**src/design/sbc_irq_regs.vh**
```
`ifndef SBC_IRQ_REGS_VH
`define SBC_IRQ_REGS_VH

// ----------------------------------------------------------------
// Serial frame layout
// ----------------------------------------------------------------
`define SBC_FRAME_BITS 16
`define SBC_BITCNT_W 5
`define SBC_BITCNT_MAX 5'h11
`define SBC_FRAME_LEN 5'h10
`define SBC_ADDR_HI 15
`define SBC_ADDR_LO 14
`define SBC_RRS_BIT 13
`define SBC_RO_BIT 12
`define SBC_ADDR_CAUSE 2'h1

// ----------------------------------------------------------------
// Cause word
// ----------------------------------------------------------------
`define SBC_CAUSE_W 16
`define SBC_CAUSE_RESET 16'h0000
`define SBC_BIT_WDOG_TIMEOUT 11
`define SBC_BIT_OVERTEMP 10
`define SBC_BIT_GROUND_SHIFT 9
`define SBC_BIT_SERIAL_FAIL 8
`define SBC_BIT_BATTERY_FAIL 7
`define SBC_BIT_REG_FAIL 6
`define SBC_BIT_CAN_FAIL 5
`define SBC_BIT_LIN_FAIL 4
`define SBC_BIT_LOCAL_WAKE 3
`define SBC_BIT_WDOG_RESTART 2
`define SBC_BIT_CAN_WAKE 1
`define SBC_BIT_LIN_WAKE 0
// Bits that bypass the once-per-watchdog-period throttle
`define SBC_URGENT_MASK 16'h0984

// ----------------------------------------------------------------
// Timing
// ----------------------------------------------------------------
`define SBC_CLK_PERIOD_NS 100
`define SBC_T_IRQ_OUT_N_NS 2000
`define SBC_T_IRQ_OUT_N_CYC \
  ((`SBC_T_IRQ_OUT_N_NS + `SBC_CLK_PERIOD_NS - 1) / `SBC_CLK_PERIOD_NS)
`define SBC_REL_CNT_W 8

`endif

```
**src/design/sbc_interrupt_cause_flags.v**
```verilog
`timescale 1ns/1ps
`include "sbc_irq_regs.vh"
module sbc_interrupt_cause_flags #(
  parameter T_IRQ_OUT_N_CYCLES = `SBC_T_IRQ_OUT_N_CYC
) (
  // Clock and reset
  input wire clock,
  input wire rst,

  // Serial port
  input wire sck,
  input wire scs_n,
  input wire sdi,
  output reg sdo,
  output reg sdo_oe,

  // Interrupt line to the host
  output reg irq_out_n,

  // Operating mode and watchdog timing
  input wire normal_mode,
  input wire wdog_period_tick,

  // Event pulses
  input wire wdog_overflow_standby,
  input wire wdog_restart_off,
  input wire can_wake_event,
  input wire lin_wake_event,

  // Monitored levels
  input wire temp_warning_status,
  input wire ground_shift_diag,
  input wire battery_sense,
  input wire reg1_good,
  input wire reg2_good,
  input wire reg3_good,
  input wire can_fail_status,
  input wire lin_fail_status,
  input wire local_wake_in
);

  // ----------------------------------------------------------------
  // Level watchers
  // ----------------------------------------------------------------
  localparam NLVL = 9;
  localparam L_WAKE = 0;
  localparam L_LIN = 1;
  localparam L_CAN = 2;
  localparam L_REG3 = 3;
  localparam L_REG2 = 4;
  localparam L_REG1 = 5;
  localparam L_BAT = 6;
  localparam L_GS = 7;
  localparam L_TEMP = 8;

  wire [NLVL-1:0] lvl_in;
  wire [NLVL-1:0] lvl_change;
  wire [NLVL-1:0] lvl_fall;

  assign lvl_in = {temp_warning_status, ground_shift_diag, battery_sense,
                   reg1_good, reg2_good, reg3_good,
                   can_fail_status, lin_fail_status, local_wake_in};

  level_edge_detect #(
    .W(NLVL)
  ) u_levels (
    .clock(clock),
    .rst(rst),
    .din(lvl_in),
    .change_q(lvl_change),
    .fall_q(lvl_fall)
  );

  // ----------------------------------------------------------------
  // Serial frame port
  // ----------------------------------------------------------------
  reg [`SBC_CAUSE_W-1:0] cause_q;
  reg [`SBC_CAUSE_W-1:0] cause_d;
  wire [`SBC_FRAME_BITS-1:0] sent_word;
  wire [`SBC_FRAME_BITS-1:0] rx_word;
  wire frame_done;
  wire frame_ok;
  wire sdo_w;
  wire sdo_oe_w;

  serial_frame_port u_port (
    .clock(clock),
    .rst(rst),
    .sck(sck),
    .scs_n(scs_n),
    .sdi(sdi),
    .sdo_q(sdo_w),
    .sdo_oe_q(sdo_oe_w),
    .tx_word(cause_q),
    .tx_hold_q(sent_word),
    .rx_word_q(rx_word),
    .done_q(frame_done),
    .ok_q(frame_ok)
  );

  // ----------------------------------------------------------------
  // Frame decode
  // ----------------------------------------------------------------
  // The read-only bit only guards writes to the enable register,
  // which lives outside this block, so a cause read clears either way.
  function addr_is_cause;
    input [`SBC_FRAME_BITS-1:0] word;
    begin
      addr_is_cause = (word[`SBC_ADDR_HI:`SBC_ADDR_LO] == `SBC_ADDR_CAUSE);
    end
  endfunction

  wire read_cause = frame_done & frame_ok & addr_is_cause(rx_word);
  wire bad_frame = frame_done & ~frame_ok;

  // ----------------------------------------------------------------
  // Event sets
  // ----------------------------------------------------------------
  reg [`SBC_CAUSE_W-1:0] set_vec;

  always @* begin
    set_vec = `SBC_CAUSE_RESET;
    set_vec[`SBC_BIT_WDOG_TIMEOUT] = wdog_overflow_standby;
    set_vec[`SBC_BIT_OVERTEMP] = lvl_change[L_TEMP];
    set_vec[`SBC_BIT_GROUND_SHIFT] = lvl_change[L_GS];
    set_vec[`SBC_BIT_SERIAL_FAIL] = bad_frame;
    set_vec[`SBC_BIT_BATTERY_FAIL] = lvl_fall[L_BAT];
    set_vec[`SBC_BIT_REG_FAIL] = lvl_fall[L_REG1] | lvl_fall[L_REG2] |
                                 lvl_fall[L_REG3];
    set_vec[`SBC_BIT_CAN_FAIL] = lvl_change[L_CAN];
    set_vec[`SBC_BIT_LIN_FAIL] = lvl_change[L_LIN];
    set_vec[`SBC_BIT_LOCAL_WAKE] = lvl_fall[L_WAKE];
    set_vec[`SBC_BIT_WDOG_RESTART] = wdog_restart_off;
    set_vec[`SBC_BIT_CAN_WAKE] = can_wake_event;
    set_vec[`SBC_BIT_LIN_WAKE] = lin_wake_event;
  end

  // ----------------------------------------------------------------
  // Cause word
  // ----------------------------------------------------------------
  // Only bits actually shifted out are cleared, and a set in the same
  // cycle wins, so an event during the read survives to the next one.
  always @* begin
    cause_d = cause_q;
    if (read_cause)
      cause_d = cause_q & ~sent_word;
    cause_d = cause_d | set_vec;
  end

  always @(posedge clock) begin
    if (rst)
      cause_q <= `SBC_CAUSE_RESET;
    else
      cause_q <= cause_d;
  end

  // ----------------------------------------------------------------
  // Interrupt throttle
  // ----------------------------------------------------------------
  reg asserted_q;
  reg nonurg_ok_q;
  reg [`SBC_REL_CNT_W-1:0] rel_cnt_q;
  wire [`SBC_CAUSE_W-1:0] urgent_mask = `SBC_URGENT_MASK;
  wire urgent_pend = |(cause_q & urgent_mask);
  wire nonurg_pend = |(cause_q & ~urgent_mask);
  wire nonurg_allow = ~normal_mode | nonurg_ok_q;
  wire irq_req = urgent_pend | (nonurg_pend & nonurg_allow);

  // Outside normal mode nothing is throttled; the budget refills each
  // watchdog period and is spent by a non-urgent assertion.
  always @(posedge clock) begin
    if (rst) begin
      nonurg_ok_q <= 1'b1;
    end else if (wdog_period_tick) begin
      nonurg_ok_q <= 1'b1;
    end else if (normal_mode & ~asserted_q & ~urgent_pend & nonurg_pend &
                 nonurg_ok_q & (rel_cnt_q == {`SBC_REL_CNT_W{1'b0}})) begin
      nonurg_ok_q <= 1'b0;
    end
  end

  // ----------------------------------------------------------------
  // Interrupt pin
  // ----------------------------------------------------------------
  localparam [`SBC_REL_CNT_W-1:0] REL_LOAD = T_IRQ_OUT_N_CYCLES[`SBC_REL_CNT_W-1:0];
  wire releasing = (rel_cnt_q != {`SBC_REL_CNT_W{1'b0}});

  // A held-low line would hide later events, so each read forces a
  // high gap; any urgent or unthrottled cause left pending then pulls it low again.
  always @(posedge clock) begin
    if (rst) begin
      rel_cnt_q <= {`SBC_REL_CNT_W{1'b0}};
      asserted_q <= 1'b0;
      irq_out_n <= 1'b1;
    end else begin
      if (read_cause) begin
        rel_cnt_q <= REL_LOAD;
        asserted_q <= 1'b0;
        irq_out_n <= 1'b1;
      end else if (releasing) begin
        rel_cnt_q <= rel_cnt_q - 8'h01;
        irq_out_n <= 1'b1;
      end else begin
        if (irq_req)
          asserted_q <= 1'b1;
        irq_out_n <= ~(asserted_q | irq_req);
      end
    end
  end

  // ----------------------------------------------------------------
  // Serial output
  // ----------------------------------------------------------------
  always @(posedge clock) begin
    if (rst) begin
      sdo <= 1'b0;
      sdo_oe <= 1'b0;
    end else begin
      sdo <= sdo_w;
      sdo_oe <= sdo_oe_w;
    end
  end

endmodule

```
**src/design/level_edge_detect.v**
```verilog
`timescale 1ns/1ps
module level_edge_detect #(
  parameter W = 9
) (
  // Clock and reset
  input wire clock,
  input wire rst,
  // Levels watched
  input wire [W-1:0] din,
  // One-cycle event pulses
  output reg [W-1:0] change_q,
  output reg [W-1:0] fall_q
);

  reg [W-1:0] prev_q;

  // Reset loads the live level so start-up does not fake an edge
  always @(posedge clock) begin
    if (rst) begin
      prev_q <= din;
      change_q <= {W{1'b0}};
      fall_q <= {W{1'b0}};
    end else begin
      prev_q <= din;
      change_q <= din ^ prev_q;
      fall_q <= prev_q & ~din;
    end
  end

endmodule

```
**src/design/serial_frame_port.v**
```verilog
`timescale 1ns/1ps
`include "sbc_irq_regs.vh"
module serial_frame_port (
  // Clock and reset
  input wire clock,
  input wire rst,
  // Serial pins
  input wire sck,
  input wire scs_n,
  input wire sdi,
  output reg sdo_q,
  output reg sdo_oe_q,
  // Word offered at frame start
  input wire [`SBC_FRAME_BITS-1:0] tx_word,
  // Frame results
  output reg [`SBC_FRAME_BITS-1:0] tx_hold_q,
  output reg [`SBC_FRAME_BITS-1:0] rx_word_q,
  output reg done_q,
  output reg ok_q
);

  reg sck_q;
  reg scs_n_q;
  reg [`SBC_BITCNT_W-1:0] cnt_q;
  reg [`SBC_FRAME_BITS-1:0] shift_q;
  wire start = scs_n_q & ~scs_n;
  wire stop = ~scs_n_q & scs_n;
  wire rise = ~scs_n & ~sck_q & sck;
  wire fall = ~scs_n & sck_q & ~sck;

  // ----------------------------------------------------------------
  // Shift and clock count
  // ----------------------------------------------------------------
  always @(posedge clock) begin
    if (rst) begin
      sck_q <= 1'b0;
      scs_n_q <= 1'b1;
      cnt_q <= {`SBC_BITCNT_W{1'b0}};
      shift_q <= {`SBC_FRAME_BITS{1'b0}};
      tx_hold_q <= {`SBC_FRAME_BITS{1'b0}};
      rx_word_q <= {`SBC_FRAME_BITS{1'b0}};
      sdo_q <= 1'b0;
      sdo_oe_q <= 1'b0;
      done_q <= 1'b0;
      ok_q <= 1'b0;
    end else begin
      sck_q <= sck;
      scs_n_q <= scs_n;
      done_q <= stop;
      sdo_oe_q <= ~scs_n;
      if (start) begin
        cnt_q <= {`SBC_BITCNT_W{1'b0}};
        tx_hold_q <= tx_word;
        shift_q <= tx_word;
        sdo_q <= tx_word[`SBC_FRAME_BITS-1];
      end else begin
        if (rise) begin
          rx_word_q <= {rx_word_q[`SBC_FRAME_BITS-2:0], sdi};
          // Saturate so long frames never wrap back to a legal count
          if (cnt_q != `SBC_BITCNT_MAX)
            cnt_q <= cnt_q + 5'h01;
        end
        if (fall) begin
          shift_q <= {shift_q[`SBC_FRAME_BITS-2:0], 1'b0};
          sdo_q <= shift_q[`SBC_FRAME_BITS-2];
        end
      end
      if (stop)
        ok_q <= (cnt_q == `SBC_FRAME_LEN);
    end
  end

endmodule

```
**config.mk**
```make
export PLATFORM = sky130hd
export DESIGN_NAME = sbc_interrupt_cause_flags
export DESIGN_NICKNAME = d
export VERILOG_FILES = /design/src/design/sbc_interrupt_cause_flags.v /design/src/design/level_edge_detect.v /design/src/design/serial_frame_port.v
export VERILOG_INCLUDE_DIRS = /design/src /design/src/design
export SDC_FILE = /design/constraint.sdc
export NUM_CORES = 1
export LEC_CHECK = 0
export ABC_AREA = 1
export ABC_CLOCK_PERIOD_IN_PS = 2700
export BUFFER_PORTS_ARGS = -buffer_cell sky130_fd_sc_hd__buf_2
export CORE_MARGIN = 3
export CORE_UTILIZATION = 64
export DETAILED_ROUTE_END_ITERATION = 10
export PLACE_DENSITY_LB_ADDON = 0.1
export RECOVER_POWER = 25
export SYNTH_ARGS = -nofsm -noshare
export SYNTH_HDL_FRONTEND = slang
export SYNTH_SLANG_ARGS = --single-unit
```
**constraint.sdc**
```tcl
create_clock -name clock -period 2.7 [get_ports clock]
set_clock_uncertainty 0.05 [all_clocks]
set_input_delay 0.81 -clock clock [delete_from_list [all_inputs] [get_ports clock]]
set_output_delay 0.81 -clock clock [all_outputs]
set_load 0.05 [all_outputs]
```
==> reports/results.txt, run 1 <==
Post-DR wirelength/cell -> 12.22 µm
Leak pwr -> 1.720 nW
Final core utilization -> 73.70%
Post-synthesis mux area share -> 0%
Antenna viol nets, final -> 0
Die Height -> 84.31 µm
Total gr overflow -> 0
Vias -> 3166
Critical path required time -> 2.86 ns
Largest net degree at the start of global routing -> 40
Tmin final -> 2.094 ns
Place WS -> 0.6223 ns
All-Layer GR Usage -> 21.83%
Final wirelength -> 7.294 mm
DRC viols -> 0
Mapped cell area -> 3925 µm²
MaxCap Viol Count -> 0
P per Cell Area -> 717.0 nW/µm²
Hold Fails Final Rpt -> 0
Max stage delay on crit path -> 0.75 ns
Post-synthesis compound-gate area fraction -> 13.26%
Placed cell count -> 581
Syn Inst Count -> 502
Pwr Total -> 3.017 mW
Fin cells -> 597
Root buffer cell -> clkbuf_8
Register area share after synthesis -> 53.55%
Status -> finished clean
Finished layout cell area -> 4208 µm²
Post-Synth Simple-Gate Area -> 20.53%
Max_slew headroom -> 47.11%
Max Fanout on Critical Path -> 39
DIE WIDTH -> 84.31 µm
Core area -> 5709 µm²
Final setup fails -> 0
Synth area leaders -> dfxtp_1, nand2_1, a21oi_1, inv_1, nor2_1
Htree depth -> 3
Most frequent cells in the layout -> dfxtp_1, nand2_1, inv_1
Unique masters post-synth -> 26
Sink Count -> 105
Iter 0 DRT Violations -> 207
Antenna violations before repair -> 0
Vias per inst -> 5.303
Worst Setup Start Kind -> primary input
Slowest-stage cell, CP -> clkbuf_2
Kind of critical path -> primary input to flip-flop
Hold Slack -> 0.3689 ns
CTS tree -> done
RSZ-0062 raised after global routing -> no
Synth top area share -> 53.55%
HPWL after DPL -> 5.153 mm
Peak VDD IR -> 0.0005196 V
Vias in the first global route -> 2950
#FFs+latches synth -> 105
Tcrit/Tclk final -> 77.56%
Final nets -> 544
I/O pins -> 23
Worst Path Arrival -> 2.25 ns
Crit path max-delay family -> buffers and inverters
Fillers -> 472
Initial Util -> 68.75%
Hold_buf cts -> 0
Critical-path cell list -> clkbuf_1 -> clkbuf_2 -> a21oi_1
Final GP Congestion -> 0.8008
Clock Latency Late Sink -> 0.36 ns
Synthesized Nets -> 526
Worst-Margin Slew -> 0.7933 ns
Worst Path Buf+Inv -> 2
Most common cell after layout, fill and taps aside -> dfxtp_1
Largest family of logic cells by synthesized area -> simple AND/OR/NAND/NOR gates
Die area -> 7108 µm²
Drt first pass iters -> 4
Crit. End Element -> flip-flop
Fin. max-slew vios -> 0
Setup_tns -> 0 ns
FMAX -> 477.5 MHz
Layout cells sized above 1 -> 8.952%
Hold WC Path Type -> flip-flop to flip-flop
Post-Synth XOR/XNOR Area -> 2.008%
Yosys warning count -> 0
Setup ws final -> 0.6059 ns
Port bufs -> 22
Number of setup buffers added after CTS -> 0
Mean Syn Cell Area -> 7.819 µm²
Num CTS Buffers -> 9
Synth area leader -> dfxtp_1
Layout area overhead -> 7.204%
Antenna Cells -> 0
# rows -> 27
Cell Area, Placed -> 4050 µm²
CTS max path bufs -> 2
Reg clk slew, reported paths -> 0.10 ns
First-pass GRT wire length -> 12.78 mm
Area share of fa/ha/maj cells after synthesis -> 1.275%
# resized after CTS -> 0
## state kept, by name, indices dropped and copies added (netlist names), 4 cells and up
name	flops
cause_q	16
rel_cnt_q	8
u_levels.change_q	4
u_levels.fall_q	5
u_levels.prev_q	9
u_port.cnt_q	5
u_port.rx_word_q	16
u_port.shift_q	15
u_port.tx_hold_q	16
## layout make-up
type                            instances  area, µm²  share of cell area (%)
Clock buffer                            9      123.9                   2.944
Clock inverter                          7      52.55                   1.249
Inverter                               70      262.8                   6.244
Multi-Input combinational cell        308       1449                   34.43
Sequential cell                       105       2102                   49.96
Tap cell                               72      90.09                   2.141
Timing Repair Buffer                   26      127.6                   3.033
## Yosys cell counts, drive strengths merged
cell    number
clkbuf       2
inv         70
nor3         3
o21ai       33
o211ai       4
nand2       98
ha           4
nand4        3
xor2         2
or2          1
a21oi       65
nand3       29
dfxtp      105
nor2        59
xnor2        7
buf         17
## metal layers
layer | global-route usage [%] | routed length [µm] | part of all wire [%] | up-vias
met5 | 0 | 0 | 0 | -
met4 | 5.848 | 107 | 1.5 | 0
met3 | 6.477 | 398 | 5.5 | 16
met2 | 37.16 | 3565 | 49 | 81
met1 | 26.99 | 3223 | 44 | 1447
li1 | - | - | - | 1622
## cell families after synthesis
family / after synthesis
XOR/XNOR: 9
AO/OA/AOI/OAI: 102
adder cells (fa/ha/maj): 4
buffers and inverters: 89
flip-flops: 105
AND/OR/NAND/NOR: 193
## power breakdown
part           leakage [nW]  switching [mW]  internal, mW
Sequential            0.859          0.0575          1.65
Clock                0.0904           0.527         0.343
Combinational         0.770           0.287         0.155
## worst register-to-register path, stage by stage (launching register included)
cell and delay (ns):
dfxtp_1 0.38, nand4_1 0.58, inv_1 0.39, nor2_2 0.11
nand2_2 0.16, o21ai_0 0.09
## final timing paths
check | from | to | slack (ns) | cells past startpoint
min reg2reg | u_port.sdo_oe_q | sdo_oe | 0.37 | 2
max reg2reg | u_port.ok_q | rel_cnt_q[1] | 0.84 | 5
min | u_port.sdo_oe_q | sdo_oe | 0.37 | 2
max | rst | u_port.rx_word_q[6] | 0.61 | 3
(Power assumes the default switching activity.)
==> run 2: changes to the inputs <==
Settings changed: ABC_CLOCK_PERIOD_IN_PS 2700 to 1900, CORE_UTILIZATION 64 to 54.
Clock period 2.7 ns to 1.9 ns, I/O delays scaled along.
==> reports/results.txt, run 2 (synthesized netlist as in run 1, its figures left out) <==
Worst Path Buf+Inv -> 1
DRC viols -> 0
CTS max path bufs -> 2
Final core utilization -> 62.16%
Worst r2r path cells -> 7
Critical-path cell list -> buf_2
Max Fanout on Critical Path -> 1
Setup_tns -> 0 ns
Finished layout cell area -> 4293 µm²
Hold Fails Final Rpt -> 0
Core area -> 6907 µm²
Hold Slack -> 0.2735 ns
Antenna Cells -> 0
Largest net degree at the start of global routing -> 27
Number of setup buffers added after CTS -> 0
CTS tree -> done
DIE WIDTH -> 91.26 µm
Status -> finished clean
Port bufs -> 22
Layout area overhead -> 9.372%
Initial Util -> 56.83%
Vias per inst -> 4.879
Worst Setup Start Kind -> flip-flop
Worst setup path startpoint -> sdo_oe
Hold depth -> 1
Kind of critical path -> flip-flop to primary output
Post-DR wirelength/cell -> 11.35 µm
Num CTS Buffers -> 9
Antenna violations before repair -> 0
Sink Count -> 105
Most common cell after layout, fill and taps aside -> dfxtp_1
Final wirelength -> 7.104 mm
Setup ws final -> 0.3509 ns
Leak pwr -> 1.767 nW
Crit path max-delay family -> flip-flops
Total gr overflow -> 0
Reg clk slew, reported paths -> 0.10 ns
Critical path required time -> 1.28 ns
FF-to-FF Start -> rel_cnt_q[0]
MaxCap Viol Count -> 0
Largest regs -> cause_q x16, u_port.rx_word_q x16, u_port.tx_hold_q x16
Hold WC Path Type -> primary input to flip-flop
First-pass GRT wire length -> 12.30 mm
FMAX -> 645.5 MHz
P per Cell Area -> 1012 nW/µm²
Die area -> 8327 µm²
Die Height -> 91.26 µm
Pwr Total -> 4.345 mW
Worst Path Arrival -> 0.93 ns
Levels on crit path -> 1
Cell Area, Placed -> 4125 µm²
Tcrit/Tclk final -> 81.53%
Peak VDD IR -> 0.0007205 V
Fin. max-slew vios -> 0
# resized after CTS -> 0
Crit. End Element -> primary output
Tmin final -> 1.549 ns
Final setup fails -> 0
Fin cells -> 626
Worst-Margin Slew -> 0.8790 ns
Slowest-stage cell, CP -> dfxtp_1
Min-delay src -> reg2_good
Max_slew headroom -> 41.40%
RSZ-0062 raised after global routing -> no
Place WS -> 0.2628 ns
Drt first pass iters -> 5
Vias -> 3054
Final GP Congestion -> 0.8074
All-Layer GR Usage -> 18.06%
# rows -> 30
Htree depth -> 3
Vias in the first global route -> 2810
Antenna viol nets, final -> 0
Max stage delay on crit path -> 0.32 ns
Final nets -> 550
Most frequent cells in the layout -> dfxtp_1, nand2_1, inv_1
Hold_buf cts -> 0
Iter 0 DRT Violations -> 114
Clock Latency Late Sink -> 0.36 ns
Root buffer cell -> clkbuf_8
Layout cells sized above 1 -> 9.811%
HPWL after DPL -> 5.040 mm
I/O pins -> 23
Placed cell count -> 611
run 2: metal layers:
metal  global-route usage, %  vias to the layer above  wire, µm
met4                   5.402                        0        76
met1                   22.50                     1365      3308
met5                       0                        -         0
li1                        -                     1632         -
met3                   4.722                        7       283
met2                   30.66                       50      3436
run 2: layout make-up:
class | count | area (µm²)
Clock buffer | 10 | 137.6
Fill cell | 674 | 2614
Clock inverter | 5 | 46.29
Multi-Input combinational cell | 308 | 1455
Sequential cell | 105 | 2102
Inverter | 70 | 262.8
Tap cell | 96 | 120.1
Timing Repair Buffer | 32 | 168.9
run 2: worst paths after layout:
path / endpoint / slack, ns
worst min-delay path: u_levels.prev_q[4] / 0.27
worst max-delay path: sdo_oe / 0.35
worst min register to register: sdo_oe / 0.37
worst max register to register: nonurg_ok_q / 0.45
run 2: where the power goes:
group          switching [mW]  leakage (nW)  internal (mW)
logic                   0.407         0.812          0.225
clock network           0.756        0.0957          0.532
registers              0.0836         0.859           2.34
==> run 3: changes to the inputs <==
Settings changed: ABC_AREA 1 to 0, ABC_CLOCK_PERIOD_IN_PS 1900 to 1300, CORE_UTILIZATION 54 to 53.
Clock period 1.9 ns to 1.3 ns, I/O delays scaled along.
==> reports/results.txt, run 3 <==
Post-synthesis mux area share -> 0.2726%
Htree depth -> 3
Critical-path cell list -> inv_2 -> ha_4 -> or4b_4 -> or4_4 -> buf_4 -> nand2_4 -> a21oi_1
CTS max path bufs -> 2
Antenna viol nets, final -> 0
Worst Path Buf+Inv -> 2
FMAX -> 503.2 MHz
Share of flip-flops with an asynchronous set or reset -> 0%
Vias -> 3130
#FFs+latches synth -> 105
Hold Fails Final Rpt -> 0
Largest family of logic cells by synthesized area -> simple AND/OR/NAND/NOR gates
Largest net degree at the start of global routing -> 46
Place WS -> -0.6394 ns
Post-DR wirelength/cell -> 15.49 µm
P per Cell Area -> 1460 nW/µm²
Post-synth EDFFs -> 0
I/O pins -> 23
Most common cell after layout, fill and taps aside -> dfxtp_1
Die area -> 7964 µm²
Core area -> 6531 µm²
CTS tree -> done
Max Fanout on Critical Path -> 4
Iter 0 DRT Violations -> 260
First-pass GRT wire length -> 12.60 mm
Multi-input logic area -> 1812 µm²
Crit path max-delay family -> simple AND/OR/NAND/NOR gates
Fillers -> 435
All-Layer GR Usage -> 20.55%
Worst Setup Start Kind -> flip-flop
Initial Util -> 56.23%
Finished layout cell area -> 5044 µm²
Hold path endpoint -> u_levels.prev_q[4]
Die Height -> 89.24 µm
Peak VDD IR -> 0.001014 V
Crit. End Element -> flip-flop
Hold WC Path Type -> primary input to flip-flop
Hold Slack -> 0.08297 ns
Leak pwr -> 2.066 nW
Layout cells sized above 1 -> 36.17%
Mean Syn Cell Area -> 9.204 µm²
Tcrit/Tclk final -> 152.9%
Synth area leader -> dfxtp_1
Cell with the most instances after synthesis -> dfxtp_1
Most frequent cells in the layout -> dfxtp_1, nand2_1, buf_4
Violated checks -> negative setup slack
Yosys warning count -> 0
# rows -> 29
Kind of critical path -> flip-flop to flip-flop
Post-Synth Simple-Gate Area -> 22.08%
Hold depth -> 1
Sink Count -> 105
Vias in the first global route -> 2840
Top_reg_cell synth -> dfxtp_1
Cell Area, Placed -> 4333 µm²
DRC viols -> 0
Status -> finished with violations
Final GP Congestion -> 0.8326
Worst-Margin Slew -> 0.6488 ns
Area share of fa/ha/maj cells after synthesis -> 1.363%
R2r setup slk -> -0.69 ns
Drt first pass iters -> 5
Mapped cell area -> 3672 µm²
R2r endpoint -> rel_cnt_q[3]
FF-to-FF Start -> rel_cnt_q[0]
Final wirelength -> 8.646 mm
MaxCap Viol Count -> 0
Critical path required time -> 1.50 ns
Setup ws final -> -0.6873 ns
Layout area overhead -> 37.34%
Setup_tns -> -10.83 ns
Worst r2r path cells -> 7
Post-synthesis compound-gate area fraction -> 13.53%
Slowest-stage cell, CP -> or4_4
Root buffer cell -> clkbuf_8
Vias per inst -> 5.609
Register area share after synthesis -> 57.24%
Num CTS Buffers -> 9
Reg clk slew, reported paths -> 0.11 ns
Unique masters post-synth -> 37
Worst Path Arrival -> 2.18 ns
Max stage delay on crit path -> 0.54 ns
Register Area -> 2112 µm²
Total gr overflow -> 0
Max_slew headroom -> 56.75%
DIE WIDTH -> 89.24 µm
Tmin final -> 1.987 ns
Largest regs -> cause_q x16, u_port.rx_word_q x16, u_port.tx_hold_q x16
Min-delay src -> reg2_good
Synth cell count leaders -> dfxtp_1, nand2_1, a21oi_1, nor2_1, clkbuf_1
RSZ-0062 raised after global routing -> yes
Clock Latency Late Sink -> 0.36 ns
Final nets -> 500
Port bufs -> 22
Synthesized Nets -> 423
Antenna violations before repair -> 0
Syn Inst Count -> 399
Fin. max-slew vios -> 0
Antenna Cells -> 0
Post-Synth XOR/XNOR Area -> 2.624%
Fin cells -> 558
Final setup fails -> 51
HPWL after DPL -> 5.017 mm
Hold_buf cts -> 0
Placed cell count -> 527
Synth area leaders -> dfxtp_1, nand2_1, a21oi_1, nor2_1, a222oi_1
Synth top area share -> 57.24%
run 3: final cells by class:
type | count | area share [%]
clock buffers | 10 | 2.530
multi-input cells | 267 | 35.92
clock inverters | 6 | 1.662
repair buffers | 87 | 15.65
flip-flops and latches | 105 | 41.88
inverters | 6 | 0.4465
well taps | 77 | 1.910
run 3: logic make-up (layout without fill, tap and decap cells):
group / Yosys count / after routing
multiplexers: 1 / 1
flip-flops: 105 / 105
XOR/XNOR: 11 / 11
AO/OA/AOI/OAI: 78 / 79
buffers and inverters: 28 / 109
adder cells (fa/ha/maj): 4 / 4
AND/OR/NAND/NOR: 172 / 172
run 3: metal layers:
layer  wire length, µm  track usage, %
met5                 0               0
met4               176           5.683
met3               343           6.820
met2              4402           34.09
met1              3725           25.66
run 3: through the flow:
step                util [%]  power (mW)
floorplan                  -       4.439
finish                 77.22       7.366
global route           77.22       7.656
global placement       66.34       4.897
CTS                    71.72       7.192
detailed placement     66.34       4.960
run 3: power breakdown:
group	leakage (nW)	switching (mW)	internal [mW]	total, mW
combinational	1.10	0.773	0.922	1.70
clock	0.106	1.16	0.939	2.10
sequential	0.861	0.145	3.43	3.57
total	2.07	2.08	5.29	7.37
run 3: worst max path at each step:
stage                     cells past startpoint           end          from  slack, ns
after floorplan                               5  rel_cnt_q[1]  rel_cnt_q[1]      -0.62
after global placement                        5  rel_cnt_q[1]  rel_cnt_q[1]      -0.59
after detailed placement                      5  rel_cnt_q[1]  rel_cnt_q[0]      -0.64
after CTS                                     5  rel_cnt_q[1]  rel_cnt_q[0]      -0.67
after global routing                          8   nonurg_ok_q  rel_cnt_q[0]      -0.73
final                                         7  rel_cnt_q[3]  rel_cnt_q[0]      -0.69
run 3: timing repair:
item                       in CTS  in global routing
setup buffers                   5                  8
cloned                          1                  4
setup endpoints to repair      58                 63
pin swaps                      13                 44
resized for setup              26                 71
